## config.mk

```make
export PLATFORM = sky130hd
export DESIGN_NAME = dt_timer
export DESIGN_NICKNAME = d
export VERILOG_FILES = /design/src/dt_pkg.sv /design/src/dt_prescaler.sv /design/src/dt_sync.sv /design/src/dt_timer.sv
export VERILOG_INCLUDE_DIRS = /design/src /design/src/src
export SDC_FILE = /design/constraint.sdc
export NUM_CORES = 1
export LEC_CHECK = 0
export ABC_AREA = 0
export BUFFER_PORTS_ARGS = -buffer_cell sky130_fd_sc_hd__buf_4
export CAP_MARGIN = 20
export CORE_UTILIZATION = 56
export DETAILED_ROUTE_END_ITERATION = 8
export PLACE_DENSITY_LB_ADDON = 0.15
export SYNTH_ARGS = -nofsm -noshare
export SYNTH_HDL_FRONTEND = slang
export SYNTH_HIERARCHICAL = 1
export SYNTH_SLANG_ARGS = --single-unit
```

## constraint.sdc

```tcl
create_clock -name sys_clk_in -period 2.25 [get_ports sys_clk_in]
set_clock_uncertainty 0.1 [all_clocks]
set_input_delay 0.3375 -clock sys_clk_in [delete_from_list [all_inputs] [get_ports sys_clk_in]]
set_output_delay 0.3375 -clock sys_clk_in [all_outputs]
set_load 0.01 [all_outputs]
```

## src/dt_timer_params.svh

```systemverilog
// constants of the dual timer: register addresses, field positions,
// reset values and prescaler divide counts; definitions only
`ifndef DT_TIMER_PARAMS_SVH
`define DT_TIMER_PARAMS_SVH

// register addresses
`define DT_ADDR_CONTROL     8'h88
`define DT_ADDR_MODE        8'h89
`define DT_ADDR_T0_LOW      8'h8A
`define DT_ADDR_T1_LOW      8'h8B
`define DT_ADDR_T0_HIGH     8'h8C
`define DT_ADDR_T1_HIGH     8'h8D
`define DT_ADDR_CLOCK_CTRL  8'h8E
`define DT_ADDR_IRQ_ENABLE  8'hA8

// reset values
`define DT_RST_CONTROL      8'h0A
`define DT_RST_ZERO         8'h00

// control register fields
`define DT_TF1_BIT          7
`define DT_TR1_BIT          6
`define DT_TF0_BIT          5
`define DT_TR0_BIT          4

// mode register fields
`define DT_GATE1_BIT        7
`define DT_CT1_BIT          6
`define DT_T0_GATE_ENABLE_BIT        3
`define DT_CT0_BIT          2

// clock control fields
`define DT_T1_CLKSEL_BIT    3
`define DT_T0_CLKSEL_BIT    2

// interrupt enable fields
`define DT_ET1_BIT          3
`define DT_ET0_BIT          1

// prescaler divide counts per clock scale code
`define DT_DIV_SCALE0       6'd12
`define DT_DIV_SCALE1       6'd4
`define DT_DIV_SCALE2       6'd48
`define DT_DIV_SCALE3       6'd8

`endif

```

## src/dt_pkg.sv

```systemverilog
// types shared by the dual timer modules
// assumes nothing of its surroundings
package dt_pkg;
   typedef logic [7:0] dt_byte_t;
   typedef enum logic [1:0] {
      DT_MODE_13BIT,
      DT_MODE_16BIT,
      DT_MODE_RELOAD,
      DT_MODE_SPLIT
   } dt_mode_e;
endpackage

```

## src/dt_prescaler.sv

```systemverilog
// prescaler: one-cycle tick every N system clocks, N from the scale bits
// assumes scale bits come from logic on the same clock
`include "dt_timer_params.svh"
module dt_prescaler (
   // clock and reset
   input  wire logic       sys_clk_in,
   input  wire logic       rst_n_in,
   // scale select
   input  wire logic [1:0] scale_in,
   // prescaled tick
   output logic            tick_out
);
   logic [5:0] cnt_reg;
   logic [5:0] cnt_next;
   logic [5:0] limit;
   logic       wrap;

   assign limit = (scale_in == 2'd0) ? `DT_DIV_SCALE0 :
                  (scale_in == 2'd1) ? `DT_DIV_SCALE1 :
                  (scale_in == 2'd2) ? `DT_DIV_SCALE2 : `DT_DIV_SCALE3;
   assign wrap     = (cnt_reg >= limit - 6'd1);
   assign cnt_next = wrap ? 6'd0 : cnt_reg + 6'd1;

   always_ff @(posedge sys_clk_in or negedge rst_n_in) begin
      if (!rst_n_in) begin
         cnt_reg  <= 6'd0;
         tick_out <= 1'b0;
      end else begin
         cnt_reg  <= cnt_next;
         tick_out <= wrap;
      end
   end
endmodule

```

## src/dt_sync.sv

```systemverilog
// two-flop synchroniser for the four timer pins, with falling-edge pulses
// assumes pins are asynchronous to sys_clk_in
module dt_sync (
   // clock and reset
   input  wire logic       sys_clk_in,
   input  wire logic       rst_n_in,
   // pins
   input  wire logic [3:0] pin_in,
   // synchronised levels and falling edges
   output logic      [3:0] level_out,
   output logic      [3:0] fall_out
);
   logic [3:0] stage1_reg;
   logic [3:0] stage2_reg;
   logic [3:0] stage3_reg;

   always_ff @(posedge sys_clk_in or negedge rst_n_in) begin
      if (!rst_n_in) begin
         stage1_reg <= 4'hF;
         stage2_reg <= 4'hF;
         stage3_reg <= 4'hF;
      end else begin
         stage1_reg <= pin_in;
         stage2_reg <= stage1_reg;
         stage3_reg <= stage2_reg;
      end
   end

   assign level_out = stage2_reg;
   assign fall_out  = stage3_reg & ~stage2_reg;
endmodule

```

## src/dt_timer.sv

```systemverilog
// dual 16-bit timer with four modes, reached through byte registers
// assumes a byte register port on sys_clk_in, pins asynchronous
//
// Behaviour
// RQ1 - each timer count is 16 bits, read and written as low and high byte
// RQ2 - each timer has its own mode bits selecting one of four modes
// RQ3 - timer interrupt forwarded only while its enable bit is set
// RQ4 - 13-bit mode: high byte upper eight bits, low bits 4..0 lower five
// RQ5 - 13-bit wrap from 0x1FFF to zero sets overflow flag
// RQ6 - counts while run set and gate clear or external input low
// RQ7 - setting run keeps the count as it is
// RQ8 - timer 1 mirrors timer 0 in modes 0..2 with its own bits
// RQ9 - 16-bit mode wraps all ones to zero and sets overflow flag
// RQ10 - reload mode: low byte counts, wrap reloads from unchanged high byte
// RQ11 - software loads low byte before starting reload mode
// RQ12 - split mode: timer 0 low byte uses timer 0 run, select, gate, flag
// RQ13 - split low byte counts system ticks or external pin by select bit
// RQ14 - split high byte is a timer only, run by timer 1 run bit
// RQ15 - split high byte overflow sets timer 1 flag
// RQ16 - during split, timer 1 overflow leaves its flag, feeds baud tick
// RQ17 - during split, timer 1 runs in modes 0..2, stops in mode 3
// RQ18 - flags set by hardware, cleared by software or interrupt vector
// RQ19 - control register bit layout, reset 00001010, bit addressable
// RQ20 - count clock is system clock or prescaled clock per select bits
// RQ21 - enabled timer adds one per tick, holds while disabled
`include "dt_timer_params.svh"
module dt_timer (
   // clock and reset
   input  wire logic             sys_clk_in,
   input  wire logic             rst_n_in,
   // register port
   input  wire logic [7:0]       sfr_addr_in,
   input  wire logic             sfr_wr_in,
   input  wire dt_pkg::dt_byte_t sfr_wdata_in,
   input  wire logic             sfr_bit_wr_in,
   input  wire logic [2:0]       sfr_bit_idx_in,
   input  wire logic             sfr_bit_val_in,
   output dt_pkg::dt_byte_t      sfr_rdata_out,
   // pins
   input  wire logic             ext_irq_in_a_n_in,
   input  wire logic             ext_irq_in_b_n_in,
   input  wire logic             t0_count_pin_in,
   input  wire logic             t1_count_pin_in,
   // interrupt vector acknowledge
   input  wire logic             t0_irq_ack_in,
   input  wire logic             t1_irq_ack_in,
   // interrupt requests and baud tick
   output logic                  t0_irq_out,
   output logic                  t1_irq_out,
   output logic                  t1_baud_tick_out
);
   import dt_pkg::*;

   // registers
   dt_byte_t   t0_count_low_reg;
   dt_byte_t   t0_count_high_reg;
   dt_byte_t   t1_count_low_reg;
   dt_byte_t   t1_count_high_reg;
   dt_byte_t   timer_mode_select_reg;
   dt_byte_t   clock_ctrl_reg;
   dt_byte_t   interrupt_enable_reg;
   logic       t0_overflow_flag_reg;
   logic       t1_overflow_flag_reg;
   logic       t0_run_reg;
   logic       t1_run_reg;
   logic [3:0] ext_ctrl_reg;

   dt_byte_t   t0_count_low_next;
   dt_byte_t   t0_count_high_next;
   dt_byte_t   t1_count_low_next;
   dt_byte_t   t1_count_high_next;
   logic       t0_overflow_flag_next;
   logic       t1_overflow_flag_next;
   dt_byte_t   ctrl_cur;
   dt_byte_t   ctrl_sw;
   dt_byte_t   rdata_next;

   // one counting step for modes 0..2; split mode steps the low byte only
   function automatic logic [16:0] dt_step(input dt_mode_e mode, input dt_byte_t lo, input dt_byte_t hi);
      logic [12:0] c13;
      logic [15:0] c16;
      logic [16:0] res;
      c13 = {hi, lo[4:0]} + 13'd1;
      c16 = {hi, lo} + 16'd1;
      case (mode)
         DT_MODE_13BIT: begin
            res = {(c13 == 13'd0), c13[12:5], lo[7:5], c13[4:0]}; // RQ4 RQ5
         end
         DT_MODE_16BIT: begin
            res = {(c16 == 16'd0), c16[15:8], c16[7:0]}; // RQ9
         end
         DT_MODE_RELOAD: begin
            if (lo == 8'hFF) begin
               res = {1'b1, hi, hi}; // RQ10
            end else begin
               res = {1'b0, hi, lo + 8'd1};
            end
         end
         default: begin
            res = {(lo == 8'hFF), hi, lo + 8'd1};
         end
      endcase
      return res;
   endfunction

   // pin synchronisers
   logic [3:0] pin_level;
   logic [3:0] pin_fall;

   dt_sync u_sync (
      .sys_clk_in (sys_clk_in),
      .rst_n_in   (rst_n_in),
      .pin_in     ({t1_count_pin_in, t0_count_pin_in, ext_irq_in_b_n_in, ext_irq_in_a_n_in}),
      .level_out  (pin_level),
      .fall_out   (pin_fall)
   );

   // prescaled clock
   logic presc_tick;

   dt_prescaler u_presc (
      .sys_clk_in (sys_clk_in),
      .rst_n_in   (rst_n_in),
      .scale_in   (clock_ctrl_reg[1:0]),
      .tick_out   (presc_tick)
   );

   // mode decode
   dt_mode_e t0_mode;
   dt_mode_e t1_mode;
   logic     t0_split;
   assign t0_mode  = dt_mode_e'(timer_mode_select_reg[1:0]); // RQ2
   assign t1_mode  = dt_mode_e'(timer_mode_select_reg[5:4]); // RQ2
   assign t0_split = (t0_mode == DT_MODE_SPLIT);

   // tick selection
   logic t0_timer_tick;
   logic t1_timer_tick;
   logic t0_tick;
   logic t1_tick;
   assign t0_timer_tick = timer_mode_select_reg[`DT_CT0_BIT] ? 1'b0 :
                          (clock_ctrl_reg[`DT_T0_CLKSEL_BIT] ? 1'b1 : presc_tick); // RQ20
   assign t1_timer_tick = clock_ctrl_reg[`DT_T1_CLKSEL_BIT] ? 1'b1 : presc_tick; // RQ20
   assign t0_tick = timer_mode_select_reg[`DT_CT0_BIT] ? pin_fall[2] : t0_timer_tick; // RQ13
   assign t1_tick = timer_mode_select_reg[`DT_CT1_BIT] ? pin_fall[3] : t1_timer_tick;

   // run qualification; external input active while pin low
   logic t0_run_ok;
   logic t1_run_ok;
   logic t0_en;
   logic t1_en;
   logic t0_high_en;
   assign t0_run_ok = t0_run_reg & (~timer_mode_select_reg[`DT_T0_GATE_ENABLE_BIT] | ~pin_level[0]); // RQ6 RQ12
   assign t1_run_ok = (t0_split ? 1'b1 : t1_run_reg)
                      & (~timer_mode_select_reg[`DT_GATE1_BIT] | ~pin_level[1])
                      & (t1_mode != DT_MODE_SPLIT); // RQ8 RQ17
   assign t0_en      = t0_run_ok & t0_tick; // RQ21
   assign t1_en      = t1_run_ok & t1_tick; // RQ21
   assign t0_high_en = t0_split & t1_run_reg & t1_timer_tick; // RQ14

   // counting steps
   logic [16:0] t0_step;
   logic [16:0] t1_step;
   logic        t0_ovf;
   logic        t1_ovf;
   logic        t0_high_ovf;
   assign t0_step     = dt_step(t0_mode, t0_count_low_reg, t0_count_high_reg);
   assign t1_step     = dt_step(t1_mode, t1_count_low_reg, t1_count_high_reg); // RQ8
   assign t0_ovf      = t0_en & t0_step[16];
   assign t1_ovf      = t1_en & t1_step[16];
   assign t0_high_ovf = t0_high_en & (t0_count_high_reg == 8'hFF);

   // write decode
   logic wr_ctrl;
   logic bit_wr_ctrl;
   logic wr_mode;
   logic wr_t0_low;
   logic wr_t0_high;
   logic wr_t1_low;
   logic wr_t1_high;
   logic wr_clk;
   logic wr_ie;
   assign wr_ctrl     = sfr_wr_in & (sfr_addr_in == `DT_ADDR_CONTROL);
   assign bit_wr_ctrl = sfr_bit_wr_in & (sfr_addr_in == `DT_ADDR_CONTROL); // RQ19
   assign wr_mode     = sfr_wr_in & (sfr_addr_in == `DT_ADDR_MODE);
   assign wr_t0_low   = sfr_wr_in & (sfr_addr_in == `DT_ADDR_T0_LOW); // RQ1
   assign wr_t0_high  = sfr_wr_in & (sfr_addr_in == `DT_ADDR_T0_HIGH); // RQ1
   assign wr_t1_low   = sfr_wr_in & (sfr_addr_in == `DT_ADDR_T1_LOW); // RQ1
   assign wr_t1_high  = sfr_wr_in & (sfr_addr_in == `DT_ADDR_T1_HIGH); // RQ1
   assign wr_clk      = sfr_wr_in & (sfr_addr_in == `DT_ADDR_CLOCK_CTRL);
   assign wr_ie       = sfr_wr_in & (sfr_addr_in == `DT_ADDR_IRQ_ENABLE);

   // control register view and software update, byte or single bit
   assign ctrl_cur = {t1_overflow_flag_reg, t1_run_reg, t0_overflow_flag_reg, t0_run_reg, ext_ctrl_reg}; // RQ19

   always_comb begin
      ctrl_sw = ctrl_cur;
      if (wr_ctrl) begin
         ctrl_sw = sfr_wdata_in;
      end else if (bit_wr_ctrl) begin
         ctrl_sw[sfr_bit_idx_in] = sfr_bit_val_in; // RQ19
      end
   end

   // flags: hardware set wins over software or vector clear
   assign t0_overflow_flag_next = t0_ovf
                                  | (ctrl_sw[`DT_TF0_BIT] & ~t0_irq_ack_in); // RQ5 RQ9 RQ10 RQ12 RQ18
   assign t1_overflow_flag_next = (t0_split ? t0_high_ovf : t1_ovf)
                                  | (ctrl_sw[`DT_TF1_BIT] & ~t1_irq_ack_in); // RQ15 RQ16 RQ18

   // count bytes: software write wins over the step in that byte
   always_comb begin
      t0_count_low_next = t0_count_low_reg;
      if (wr_t0_low) begin
         t0_count_low_next = sfr_wdata_in;
      end else if (t0_en) begin
         t0_count_low_next = t0_step[7:0]; // RQ21
      end
   end

   always_comb begin
      t0_count_high_next = t0_count_high_reg;
      if (wr_t0_high) begin
         t0_count_high_next = sfr_wdata_in;
      end else if (t0_high_en) begin
         t0_count_high_next = t0_count_high_reg + 8'd1; // RQ14
      end else if (t0_en && !t0_split) begin
         t0_count_high_next = t0_step[15:8];
      end
   end

   always_comb begin
      t1_count_low_next = t1_count_low_reg;
      if (wr_t1_low) begin
         t1_count_low_next = sfr_wdata_in;
      end else if (t1_en) begin
         t1_count_low_next = t1_step[7:0]; // RQ8
      end
   end

   always_comb begin
      t1_count_high_next = t1_count_high_reg;
      if (wr_t1_high) begin
         t1_count_high_next = sfr_wdata_in;
      end else if (t1_en) begin
         t1_count_high_next = t1_step[15:8]; // RQ8
      end
   end

   // read mux
   always_comb begin
      if (sfr_addr_in == `DT_ADDR_CONTROL) begin
         rdata_next = ctrl_cur;
      end else if (sfr_addr_in == `DT_ADDR_MODE) begin
         rdata_next = timer_mode_select_reg;
      end else if (sfr_addr_in == `DT_ADDR_T0_LOW) begin
         rdata_next = t0_count_low_reg;
      end else if (sfr_addr_in == `DT_ADDR_T0_HIGH) begin
         rdata_next = t0_count_high_reg;
      end else if (sfr_addr_in == `DT_ADDR_T1_LOW) begin
         rdata_next = t1_count_low_reg;
      end else if (sfr_addr_in == `DT_ADDR_T1_HIGH) begin
         rdata_next = t1_count_high_reg;
      end else if (sfr_addr_in == `DT_ADDR_CLOCK_CTRL) begin
         rdata_next = clock_ctrl_reg;
      end else if (sfr_addr_in == `DT_ADDR_IRQ_ENABLE) begin
         rdata_next = interrupt_enable_reg;
      end else begin
         rdata_next = `DT_RST_ZERO;
      end
   end

   // configuration registers
   always_ff @(posedge sys_clk_in or negedge rst_n_in) begin
      if (!rst_n_in) begin
         timer_mode_select_reg <= `DT_RST_ZERO;
         clock_ctrl_reg        <= `DT_RST_ZERO;
         interrupt_enable_reg  <= `DT_RST_ZERO;
      end else begin
         if (wr_mode) begin
            timer_mode_select_reg <= sfr_wdata_in;
         end
         if (wr_clk) begin
            clock_ctrl_reg <= sfr_wdata_in;
         end
         if (wr_ie) begin
            interrupt_enable_reg <= sfr_wdata_in;
         end
      end
   end

   // control register; run bits never touch the counts
   always_ff @(posedge sys_clk_in or negedge rst_n_in) begin
      if (!rst_n_in) begin
         {t1_overflow_flag_reg, t1_run_reg, t0_overflow_flag_reg, t0_run_reg, ext_ctrl_reg} <= `DT_RST_CONTROL;
      end else begin
         t1_overflow_flag_reg <= t1_overflow_flag_next;
         t0_overflow_flag_reg <= t0_overflow_flag_next;
         t1_run_reg           <= ctrl_sw[`DT_TR1_BIT]; // RQ7
         t0_run_reg           <= ctrl_sw[`DT_TR0_BIT]; // RQ7
         ext_ctrl_reg         <= ctrl_sw[3:0];
      end
   end

   // count registers
   always_ff @(posedge sys_clk_in or negedge rst_n_in) begin
      if (!rst_n_in) begin
         t0_count_low_reg  <= `DT_RST_ZERO;
         t0_count_high_reg <= `DT_RST_ZERO;
         t1_count_low_reg  <= `DT_RST_ZERO;
         t1_count_high_reg <= `DT_RST_ZERO;
      end else begin
         t0_count_low_reg  <= t0_count_low_next;
         t0_count_high_reg <= t0_count_high_next;
         t1_count_low_reg  <= t1_count_low_next;
         t1_count_high_reg <= t1_count_high_next;
      end
   end

   // outputs
   always_ff @(posedge sys_clk_in or negedge rst_n_in) begin
      if (!rst_n_in) begin
         sfr_rdata_out    <= `DT_RST_ZERO;
         t1_baud_tick_out <= 1'b0;
      end else begin
         sfr_rdata_out    <= rdata_next;
         t1_baud_tick_out <= t1_ovf; // RQ16
      end
   end

   assign t0_irq_out = t0_overflow_flag_reg & interrupt_enable_reg[`DT_ET0_BIT]; // RQ3
   assign t1_irq_out = t1_overflow_flag_reg & interrupt_enable_reg[`DT_ET1_BIT]; // RQ3
endmodule

```

; ---- Word-level counts from Yosys, hierarchy flattened
; Index checks and enable logic that the tools add are counted.
[totals]
out_inout_bits = 11
reg_bits = 92
elab_cells = 148
[op_classes]
muxes = 36
eq_ne = 23
n_reduce_logical = 21
order_cmp = 3
add_sub_neg = 9
bitwise_logic = 35
[op_table]
columns = operator, count
row1 = 8-bit two-way mux, 19
row2 = 17-bit one-hot mux with 3 select lines, 2
row3 = "8-bit == test, second input constant", 11
row4 = 17-bit two-way mux, 2
row5 = "16-bit by 1-bit adder with 16-bit output, second input constant", 2
row6 = 16-bit zero test, 2
row7 = "13-bit by 1-bit adder with 13-bit output, second input constant", 2
row8 = 13-bit zero test, 2
row9 = "8-bit by 1-bit adder with 8-bit output, second input constant", 3
row10 = 6-bit two-way mux, 4
row11 = 1-bit AND, 23
row12 = 8-bit bitwise mux, 1
row13 = "2-bit == test, second input constant", 4
row14 = "2-bit inequality test, second input constant", 4
row15 = 2-bit nonzero test, 4
row16 = 1-bit two-way mux, 7
row17 = "6-bit by 1-bit adder with 6-bit output, second input constant", 1
row18 = "2-bit by 1-bit == test with 1-bit output, second input constant", 3
row19 = 6-bit >= comparator, 1
row20 = 2-bit zero test, 3
row21 = 1-bit inverter, 6
row22 = 3-bit AND reduction, 2
row23 = 3-bit nonzero test, 2
row24 = "6-bit by 1-bit subtractor with 6-bit output, second input constant", 1
row25 = other kinds (11), 16

; ---- Depth between registers and ports, before layout
; Gate-level depths: netlist of the first run.
[logic_depth]
word_depth = 9
ltp_mapped = 10
depth_no_buf = 8

; ---- Hierarchy
; Netlist of the first run, hierarchy kept.
[by_module_without_submodules]
columns = mod, cells_each, area_per_inst_um2, n_inst, seq_area_each_um2
row1 = dt_timer, 669, 5495.3, 1, 1829.3
row2 = dt_prescaler, 36, 376.6, 1, 175.2
row3 = dt_sync, 16, 370.4, 1, 315.3

; ---- Worst setup path before layout of the first run
; No wires, ideal clock.
[synth_path]
kind = flip-flop to flip-flop
from = reg t1_count_low_reg[0]
to = reg t1_overflow_flag_reg
n_path_buf = 1
arrival_ns = 2.228
path_slack_ns = -0.153
required_ns = 2.076
path_stages_with_launch = 10
setup_ns = 0.074
path_cell_list = dfrtp_1 ha_1 buf_6 or3_1 a21boi_0 mux2i_1 or4b_4 nor4_4 o2111ai_2 o21ai_2
[synth_via]
elab_chain_cells = 6
[synth_rtl]
columns = item, line
row1 = start: declaration, dt_timer.sv:57  ; dt_byte_t t1_count_low_reg;
row2 = start signal: assignment, dt_timer.sv:310  ; t1_count_low_reg <= `DT_RST_ZERO;
row3 = start signal: assignment, dt_timer.sv:315  ; t1_count_low_reg <= t1_count_low_next;
row4 = "16-bit by 1-bit adder with 16-bit output, or another cell as far along", dt_timer.sv:84  ; c16 = {hi, lo} + 16'd1;
row5 = "16-bit zero test, or another cell as far along", dt_timer.sv:90  ; res = {(c16 == 16'd0), c16[15:8], c16[7:0]};
row6 = 17-bit one-hot mux with 3 select lines *, dt_timer.sv:85  ; case (mode)
row7 = 1-bit AND *, dt_timer.sv:170  ; assign t1_ovf = t1_en & t1_step[16];
row8 = 1-bit two-way mux *, dt_timer.sv:208  ; assign t1_overflow_flag_next = (t0_split ? t0_high_ovf : t1_ovf)
row9 = 1-bit bitwise OR *, dt_timer.sv:208
row10 = net t1_overflow_flag_next, dt_timer.sv:73  ; logic t1_overflow_flag_next;
row11 = end signal: assignment, dt_timer.sv:295  ; {t1_overflow_flag_reg, t1_run_reg, t0_overflow_flag_reg, t0_run_reg, ext_ctrl_reg} <= `DT_RST_CONTROL;
row12 = end signal: assignment, dt_timer.sv:297  ; t1_overflow_flag_reg <= t1_overflow_flag_next;
row13 = end: declaration, dt_timer.sv:63  ; logic t1_overflow_flag_reg;
; Mark *: on every way through the listed nets, which the timed path passes. The rest lies on a longest branch. The select of a mux whose other input is x is not followed.
; A chain may end at the register's enable or synchronous reset.

; ---- Worst setup path in the final report of the first run
[layout_path]
from = reg t1_count_low_reg[1]
to = reg t1_overflow_flag_reg
; The elaborated chain is that of the path after synthesis.

==> impl_summary.md, run 1 <==
Critical path
STA classifies the critical path endpoint as a flop. The type of the setup path with the least slack is reg -> reg. Measured in cells, the most critical reg-to-reg path has a length of 8. The worst setup path is launched from a flop.

The worst register-to-register path begins at t1_count_low_reg[1]. The signal arrival time at the worst endpoint is 2.58 ns. Of all nets on the critical path, the largest fanout is 5. The worst register-to-register path ends at t1_overflow_flag_reg.

At the worst endpoint, the required time is 2.46 ns. For flop-to-flop paths, the worst setup slack is -0.11 ns.

Timing
The total count of hold-check failures in the final report is 0. For this run, the top clock speed supported by timing is 423.2 MHz. The final setup slack of the worst path is -0.1132 ns. The post-layout minimum cycle time is 2.363 ns. The actual slew at the worst max-slew pin is 0.7322 ns. The relative slew slack is 0.5073.

Setup repair after global routing could not meet its margin everywhere. The count of final setup violators is 2. The number of slew-limit violations in the final report came to 0. In the finished design, the share of the clock period the worst path needs comes to 1.050.

Finish
The count of nets after finishing is 874. The layout has 808 filler cells. The repair_antennas step left the layout with diodes totalling 0.

The total non-filler cell area in the finished layout is 0.007650 mm². The library cell used most frequently in the layout, excluding fill and tap cells, is sky130_fd_sc_hd__buf_4. The final core utilization is 0.7279.

Relative to the synthesized area, the layout overhead comes to 24.14%. In the layout the commonest cells are sky130_fd_sc_hd__buf_4, sky130_fd_sc_hd__nand2_1, sky130_fd_sc_hd__dfrtp_1. The final cell count without fillers is a little under 1,000. In the final layout, the share of cells above drive strength 1 is 0.3111.

Die
The die height is about 110 µm. The initialized floorplan defines 37 standard-cell rows. The floorplan step defined a die boundary enclosing 0.01143 mm². The width of the chip is 106.9 µm. The I/O pin total is 41. The floorplan step defined a core boundary enclosing ~0.011 mm². The initial utilization of the core area, before any placement, comes to 0.5864.

Place
The final weighted congestion of routability-driven global placement is ~0.95. Once placement finished, the instance area stood at 0.007137 mm². The count of buffers from port buffering is 40. The HPWL after detailed placement is 15,150 µm. The number of instances in the placed design is ~940.

Clock tree
Counting the buffers created by CTS gives 9. TritonCTS built the clock tree. Clock latency on the worst-skew pair, taken at its later pin, is between 0.3 and 0.4 ns. CTS saw 90 sinks. The root buffer cell is sky130_fd_sc_hd__clkbuf_8. The register clock-pin slew on the reported worst setup and hold paths is between 0.1 and 0.15 ns. The largest buffer count on any clock path is 2. The clock tree synthesis step divided the H-tree into 3 levels.

Logic synthesis
The cell count after synthesis came out at 717. The synthesized area per cell is 8.594 µm². The mapped netlist covers 0.006162 mm². The yosys synthesis warning count is 6. Counting every net in the synthesized netlist gives roughly 760.

Worst hold path
The tightest min-delay check is of the in -> reg type. The number of cells on the worst hold path is 3. The worst hold path endpoint is t0_count_low_reg[3]. In this run the most critical hold path is launched from sfr_wdata_in[3].

Job
Max-cap violations in this run came to 0.

Routing
In the routed layout, each cell is associated on average with a via count of 6.506. After detailed routing, the average wire length per cell comes to about 21 µm. The count of nets left with antenna violations once routing finished came out at 0. The via count is 6,343. The final layout contains routed wiring with a total length of 20,670 µm. In the routed design, unresolved DRC markers number 0. The initial detailed-routing violation count is 716. The first detailed-routing pass took 6 iterations.

Global route
Entering global routing, the biggest net connects 56 pins. Summed over all layers, the global routing overflow is 0. The first global-routing pass estimated 31,800 µm of wire. Across every metal layer, demand over resource in global routing totals 0.3693. The initial antenna violation count is 0. The number of global-route vias before repair was 5,952.

Power
The power density of the placed cells is 840.7 mW/mm². Across the VDD grid, the largest voltage drop is approximately 0.6 mV. The post-layout total power is 6.431 mW. Summed over all cells, the static leakage comes to 3.265 nW.

Outcome
The final reports fail on negative setup slack. The run finished, with violations left.
-- cell type report --
class                   instances  area, µm²  share of cell area
inverters                      14      52.55            0.006869
well taps                     136      170.2             0.02224
clock buffers                   9      123.9             0.01619
multi-input cells             556       3710              0.4850
clock inverters                 7      70.07            0.009159
repair buffers                163       1256              0.1642
flip-flops and latches         90       2267              0.2964
-- per-layer routing --
| metal | vias up | track usage | wire, µm | share of wire |
|---|---|---|---|---|
| met2 | 375 | 0.5447 | 9140 | 0.44 |
| met4 | 0 | 0.1693 | 956 | 0.046 |
| li1 | 2856 | - | - | - |
| met5 | - | 0 | 0 | 0 |
| met1 | 3031 | 0.5207 | 8348 | 0.40 |
| met3 | 81 | 0.07599 | 2222 | 0.11 |
-- worst max-delay path, cell delays in order (launching register included) --
cell	delay [ns]
sky130_fd_sc_hd__dfrtp_1	0.43
sky130_fd_sc_hd__ha_4	0.19
sky130_fd_sc_hd__or3_1	0.39
sky130_fd_sc_hd__a21boi_2	0.13
sky130_fd_sc_hd__mux2i_1	0.09
sky130_fd_sc_hd__or4b_4	0.55
sky130_fd_sc_hd__nor4_4	0.15
sky130_fd_sc_hd__o2111ai_2	0.15
sky130_fd_sc_hd__o21ai_2	0.13
-- power by group --
part | switching (mW) | total (mW) | internal (mW)
clock network | 0.688 | 1.12 | 0.433
registers | 0.224 | 2.07 | 1.84
logic | 1.74 | 3.25 | 1.50
-- worst max path at each step --
stage / cells after the start / to / start / slack, ns
6_report: 8 / t1_overflow_flag_reg / t1_count_low_reg[1] / -0.11
4_1_cts: 9 / t1_overflow_flag_reg / t1_count_low_reg[1] / -0.13
5_1_grt: 8 / t1_overflow_flag_reg / t1_count_low_reg[1] / -0.23
2_1_floorplan: 9 / t1_overflow_flag_reg / t1_count_low_reg[0] / -0.1
3_5_place_dp: 8 / t1_overflow_flag_reg / t1_count_low_reg[0] / -0.16
3_3_place_gp: 8 / t1_overflow_flag_reg / t1_count_low_reg[0] / -0.1
-- what timing repair did --
item                                    4_1_cts  5_1_grt
hold buffers                                  5        0
buffers inserted                              2       10
pin swaps                                     5       21
resized for setup                            11       36
endpoints found under the setup margin       11       28
endpoints found under the hold margin        35        0
-- stage by stage --
| step | TNS, ns | hold slack [ns] | setup slack (ns) |
|---|---|---|---|
| after global routing | -0.9263 | 0.1692 | -0.2267 |
| after CTS | -0.2296 | 0.1417 | -0.1317 |
| after global placement | -0.2676 | 0.2193 | -0.09772 |
| final | -0.2119 | 0.1599 | -0.1132 |
| after detailed placement | -0.3200 | 0.2240 | -0.1616 |
| after floorplan | -0.1543 | -0.05809 | -0.09806 |
(Power assumes the default switching activity.)
==> run 2, diff against run 1 <==
SYNTH_HIERARCHICAL = not set   (was 1)
==> run 2 against run 1 <==
Net effect:
- the flow now finishes without violations
- fmax increased by 8.8%
- sequential share of layout area increased by 0.46 points
- count of clock-buffer cells in the layout increased by 1
- flip-flop and latch count unchanged
- critical path type unchanged
- largest cell class unchanged
==> impl_summary.md, run 2 <==
Logic synthesis
The most instantiated library cell after synthesis is sky130_fd_sc_hd__nand2_1. Yosys mapped a number of flops with a built-in enable equal to 0. The cell area after synthesis is 0.006391 mm². The synthesized design contains 90 register bits. The share of the synthesized area in the top cell type is 0.3054.

sky130_fd_sc_hd__dfrtp_1 takes more of the synthesized area than any other cell. Of the synthesized area, sequential elements account for 0.3547. The main flop type after synthesis is sky130_fd_sc_hd__dfrtp_1. The post-synthesis cell type count is 73. Sorting the synthesized cells by area gives the leading types as sky130_fd_sc_hd__dfrtp_1, sky130_fd_sc_hd__nand2_1, sky130_fd_sc_hd__dfstp_2. During synthesis, Yosys emitted a total of 0 warnings. The share of flip-flops with an asynchronous set or reset after synthesis is 1.000. In the synthesized netlist, the cells that appear most often are sky130_fd_sc_hd__nand2_1, sky130_fd_sc_hd__dfrtp_1, sky130_fd_sc_hd__nor2_1, sky130_fd_sc_hd__o21ai_0, sky130_fd_sc_hd__nand3_1. Dividing the synthesized area by the synthesized cell count gives 8.465 µm².

Synthesis produced a netlist with a net count of between 700 and 800. The synthesized instance count is about 760.

Clock tree
The insertion delay of the later-clocked pin in the worst-skew pair is 0.36 ns. The H-tree was split into 3 levels. The register clock-pin slew on the reported worst setup and hold paths is 0.06 ns.

CTS saw 90 sinks. The root buffer cell is sky130_fd_sc_hd__clkbuf_16. TritonCTS built the clock tree. The total CTS buffers is 9. The post-CTS setup buffer count is 0. The largest buffer count on any clock path is 2.

Critical path
The most critical setup path has its startpoint at t0_count_low_reg[0]. The endpoint kind of the worst setup timing path is a flop. At the worst endpoint, the required time is about 2.4 ns. The most critical setup path has its endpoint at t0_overflow_flag_reg. Setup slack on the worst reg-to-reg path comes out at 0.08 ns. The endpoint of the worst-slack reg-to-reg timing path is t0_overflow_flag_reg. The count of cells along the worst register-to-register path is 7. The type of the setup path with the least slack is reg -> reg. For the worst setup path, the data arrival time is 2.36 ns. In this run the critical register-to-register path is launched from t0_count_low_reg[0].

The type of element launching the critical path is a flop. In this run the worst path has a maximum fanout of 10.

Die
The standard cell core area is 0.01098 mm². The starting density of the core is 0.5819. The die height is 108.8 µm. The I/O pin total is 41. The full die area is between 0.01 and 0.015 mm². The initialized floorplan defines 38 standard-cell rows. The width of the chip is 108.8 µm.

Timing
The count of final setup violators is 0. The maximum operating frequency is 460.4 MHz. The smallest clock period supported by the final layout is computed as 2.172 ns. Setup repair after global routing could not meet its margin everywhere. The post-route setup TNS is 0 ns.

The fraction of the cycle the final worst path needs is 0.9654. The actual slew at the worst max-slew pin is 0.5873 ns. Headroom to the max-slew limit came out at 0.6085. The total count of hold-check failures in the final report is 0.

The number of slew-limit violations in the final report is 0. Setup slack on the critical path of the routed design comes to 0.07783 ns.

Finish
At the end of the flow the core is filled with cells to 0.6874. Of the cells placed in the final design, the portion with a size suffix greater than 1 is 0.2424. Leaving out fill and tap cells, the most frequent cell in the layout is sky130_fd_sc_hd__buf_4. 0 antenna diodes ended up in the layout. The count of nets after finishing is 859. Leaving out fill and tap cells, the most frequent cells in the layout are sky130_fd_sc_hd__buf_4, sky130_fd_sc_hd__nand2_1, sky130_fd_sc_hd__dfrtp_1. From synthesis to final layout, the design area changed by 18.13%.

Once layout is done, the placed cells without fillers occupy 0.007550 mm².

Global route
Entering global routing, the biggest net connects 43 pins. The initial antenna violation count is 0. The first global-routing pass estimated ~32,000 µm of wire. Summed over all layers, the global routing overflow is 0. The number of global-route vias before repair is 5,930.

The total global routing track utilization is 0.3640.

Routing
The average wire per cell in the routed design is 21.37 µm. The via-per-instance ratio is 6.522. The count of nets left with antenna violations once routing finished came out at 0. The count of unresolved DRC violations after routing is 0. The initial detailed-routing violation count is slightly below 900. The routed wire length is 20,620 µm. The number of search-and-repair iterations in the first detailed-routing pass is 7. The via count is 6,294.

Job
The number of max-cap violations is 0.

Outcome
The run finished with clean final reports.

Worst hold path
The worst hold path was traced through 2 stages. The classification of the worst-slack hold path is in -> reg.

Place
The final weighted congestion of routability-driven global placement is 0.9210. Detailed placement ended at an HPWL of 14,950 µm. The worst slack at placement is -0.1413 ns. Buffers placed on the I/O ports in this run total 40. The total cell area at the placement stage is 0.007122 mm².

Power
The leakage power summed over all cells is 3.177 nW. The peak supply drop is about 0.62 mV. The power density of the placed cells is between 800 and 900 mW/mm².
-- run 2: stage by stage --
| step | power (mW) | instances | hold WS [ns] |
|---|---|---|---|
| floorplan | 4.072 | 755 | -0.05809 |
| global placement | 5.004 | 944 | 0.2461 |
| detailed placement | 5.054 | 944 | 0.2468 |
| CTS | 6.605 | 965 | 0.1909 |
| global route | 7.084 | 965 | 0.1973 |
| finish | 6.737 | 965 | 0.1946 |
-- run 2: cell families (layout without fill, tap and decap cells) --
group,Yosys count,in the layout,share of synthesized area
buffers and inverters,73,143,0.04894
muxes,43,43,0.07243
and+or+nand+nor,304,304,0.2453
adders and majority gates,9,9,0.01762
AOI/OAI and AO/OA,201,201,0.2130
DFF,90,90,0.3547
xor gates and xnor gates,35,35,0.04796
-- run 2: area by class of cell --
type / instances / area, µm²
clock inverters: 6 / 60.06
repair buffers: 111 / 858.3
flip-flops and latches: 90 / 2272
well taps: 140 / 175.2
multi-input cells: 592 / 3885
fillers: 937 / 3433
inverters: 16 / 60.06
clock buffers: 10 / 239.0
-- run 2: how the worst min path moves through the flow --
stage                               from             endpoint
detailed placement  u_sync.stage1_reg[1]  u_sync.level_out[1]
global placement    u_sync.stage1_reg[1]  u_sync.level_out[1]
global route             sfr_wdata_in[6]  t0_count_low_reg[6]
finish                 sfr_bit_idx_in[1]           t0_run_reg
CTS                    sfr_bit_idx_in[1]           t0_run_reg
floorplan                       rst_n_in    clock_ctrl_reg[0]
-- run 2: where the power goes --
group / leakage (nW) / internal (mW) / total (mW) / switching [mW]
sequential: 1.07 / 1.86 / 2.23 / 0.364
clock: 0.146 / 0.803 / 1.52 / 0.716
combinational: 1.96 / 1.27 / 2.99 / 1.72
total: 3.18 / 3.93 / 6.74 / 2.81
-- run 2: metal layers --
layer | GRT usage | vias to the layer above | routed length, µm | share of wire
met3 | 0.1112 | 60 | 2173 | 0.11
met5 | 0 | - | 0 | 0
li1 | - | 2895 | - | -
met1 | 0.4843 | 2993 | 8569 | 0.42
met2 | 0.5606 | 346 | 9353 | 0.45
met4 | 0.1274 | 0 | 526 | 0.026
-- run 2: worst max-delay path: stages, from the launching register on --
cell	delay, ns
sky130_fd_sc_hd__dfrtp_1	0.39
sky130_fd_sc_hd__buf_4	0.17
sky130_fd_sc_hd__nand2_2	0.14
sky130_fd_sc_hd__nor2_1	0.08
sky130_fd_sc_hd__or4_1	0.41
sky130_fd_sc_hd__a2111oi_2	0.45
sky130_fd_sc_hd__o2111ai_2	0.23
sky130_fd_sc_hd__nand3_1	0.14
-- run 2: timing repair --
| item | 4_1_cts | 5_1_grt |
|---|---|---|
| pin swaps | 0 | 3 |
| resized for setup | 9 | 14 |
| setup endpoints to repair | 2 | 10 |
| endpoints found under the hold margin | 39 | 0 |
| hold buffers | 5 | 0 |
==> run 3, diff against run 2 <==
RECOVER_POWER = 25   (was not set)
==> run 3 against run 2 <==
Net effect:
- register-to-register slack about the same
- combinational power about the same
- cell area hardly changed
- critical path type unchanged
- largest power group unchanged
- highest routed layer unchanged
==> impl_summary.md, run 3 (synthesized netlist as in run 2, its figures left out) <==
Timing
After routing, the total negative slack on setup checks comes to 0 ns. The fraction of the cycle the final worst path needs is 0.9647. The number of slew-limit violations in the final report is 0. The maximum operating frequency is 460.7 MHz. The total count of hold-check failures in the final report is 0.

The count of final setup violators is 0. Setup repair after global routing could not meet its margin everywhere. For the pin with the worst max-slew slack, the measured transition is 1.146 ns. After layout, the minimum clock period comes to 2.171 ns. The relative slew slack is 0.2358.

Die
The initialized floorplan defines 38 standard-cell rows. Measured along the x axis, the die boundary spans about 110 µm. The standard cell core area is 0.01098 mm². The initial utilization of the core area, before any placement, comes to 0.5819. 41 I/O pins were placed. The full die area is 0.01184 mm². The die height is 108.8 µm.

Critical path
The launch point of the critical path is t0_count_low_reg[0]. The endpoint of the worst-slack reg-to-reg timing path is t0_overflow_flag_reg. The worst flop-to-flop path startpoint is t0_count_low_reg[0]. The type of the setup path with the least slack is reg -> reg. The worst setup path endpoint is t0_overflow_flag_reg. STA classifies the critical path startpoint as a flop.

The required time reported for the critical path endpoint is 2.43 ns. The worst register-to-register path has a setup slack of roughly 0.079 ns. The number of cells on the worst reg-to-reg path is 7. The endpoint kind of the worst setup timing path is a flop. The signal arrival time at the worst endpoint is roughly 2.4 ns. The worst-path maximum fanout is 10.

Global route
The pin count of the biggest net entering global routing is 43. The overflow left after global routing is 0. The initial antenna violation count is 0. Across every metal layer, demand over resource in global routing totals 0.3640. The wire length of the first global-routing pass is 31,890 µm.

The number of global-route vias before repair is 5,930.

Finish
After filler insertion, the fill cell instance count of the layout stands at ~940. Of the cells placed in the final design, the portion with a size suffix greater than 1 is 0.2424. At the end of the flow, the number of nets in the layout was 859. The most frequent standard cell in the layout excluding fill and tap cells is sky130_fd_sc_hd__buf_4. In the layout the commonest cells are sky130_fd_sc_hd__buf_4, sky130_fd_sc_hd__nand2_1, sky130_fd_sc_hd__dfrtp_1. The area growth from synthesis to layout is 18.09%.

After routing the design area is roughly 0.0075 mm². The repair_antennas step left the layout with diodes totalling 0.

Clock tree
The clock tree from TritonCTS is built. Counting along the longest clock path gives a buffer depth of 2. The insertion delay of the later-clocked pin in the worst-skew pair is 0.36 ns. The clock sink count is 90. Clock-pin slew was measured on the worst setup and hold paths at 0.06 ns.

The total CTS buffers is 9. The total number of H-tree levels is 3. The root buffer cell is sky130_fd_sc_hd__clkbuf_16.

Worst hold path
The classification of the worst-slack hold path is in -> reg.

Routing
In this run the remaining antenna-violating nets after routing total 0. The count of unresolved DRC violations after routing is 0. Summed over all layers, the routed wires come to roughly 21,000 µm. The initial detailed-routing violation count is roughly 870.

The average wire per cell in the routed design is 21.40 µm. The first detailed-routing pass ran for 6 iterations. After detailed routing, the number of vias per cell comes to roughly 6.5. The via count is 6,250.

Place
The count of buffers from port buffering is 40. The HPWL after detailed placement is 14,950 µm. The final weighted congestion of routability-driven global placement is a little over 0.9.

The total cell area at the placement stage is 0.007122 mm².

Power
The power density of the placed cells is 892.5 mW/mm². The leakage power summed over all cells is 3.176 nW. The peak supply drop is 0.6216 mV.

Outcome
The run finished with clean final reports.

Job
The number of max-cap violations is 0.
-- run 3: cell count changes in the layout (fill, tap and decap cells not counted) --
cell | previous run | this run
sky130_fd_sc_hd__buf_4 | 105 | 100
sky130_fd_sc_hd__clkbuf_2 | 0 | 1
sky130_fd_sc_hd__clkbuf_4 | 0 | 4
-- run 3: final cells by class --
type                            count  area [µm²]  area share
Timing Repair Buffer              111       855.8      0.1134
Sequential cell                    90        2272      0.3011
Tap cell                          140       175.2     0.02321
Clock buffer                       10       239.0     0.03166
Clock inverter                      6       60.06    0.007958
Multi-Input combinational cell    592        3885      0.5148
Inverter                           16       60.06    0.007958
-- run 3: what timing repair did --
| item | 4_1_cts | 5_1_grt |
|---|---|---|
| resized for setup | 9 | 14 |
| pin swaps | 0 | 3 |
| buffers inserted | 0 | 0 |
| setup endpoints to repair | 2 | 10 |
| hold buffers | 5 | 0 |
| hold endpoints to repair | 39 | 0 |
-- run 3: worst min-delay path by stage --
stage,from,endpoint,depth (start not counted)
after CTS,sfr_bit_idx_in[1],t0_run_reg,2
after detailed placement,u_sync.stage1_reg[1],u_sync.level_out[1],0
after global placement,u_sync.stage1_reg[1],u_sync.level_out[1],0
after global routing,sfr_wdata_in[6],t0_count_low_reg[6],3
after floorplan,rst_n_in,clock_ctrl_reg[0],0
final,sfr_bit_idx_in[1],t0_run_reg,2
-- run 3: through the flow --
stage	util	hold WS, ns	power, mW	std cells	setup slack (ns)
after floorplan	-	-0.05809	4.072	755	0.07052
after global placement	0.6484	0.2461	5.004	944	-0.1569
after detailed placement	0.6484	0.2468	5.054	944	-0.1413
after CTS	0.6834	0.1909	6.605	965	0.00005373
after global routing	0.6872	0.1973	7.083	965	-0.003856
final	0.6872	0.1944	6.736	965	0.07938
-- run 3: critical path: stages (launching register included) --
cell,delay (ns)
sky130_fd_sc_hd__dfrtp_1,0.39
sky130_fd_sc_hd__buf_4,0.17
sky130_fd_sc_hd__nand2_2,0.14
sky130_fd_sc_hd__nor2_1,0.08
sky130_fd_sc_hd__or4_1,0.42
sky130_fd_sc_hd__a2111oi_2,0.45
sky130_fd_sc_hd__o2111ai_2,0.23
sky130_fd_sc_hd__nand3_1,0.14
-- run 3: routing by layer --
layer  global-route usage  vias to the layer above  wire length, µm
li1                     -                     2894                -
met1               0.4843                     2995             8712
met2               0.5606                      315             9446
met3               0.1112                       46             1996
met4               0.1274                        0              496
met5                    0                        -                0
-- run 3: power by group --
part / total [mW] / internal [mW] / switching [mW]
combinational: 2.99 / 1.27 / 1.72
sequential: 2.23 / 1.86 / 0.366
clock: 1.52 / 0.803 / 0.716
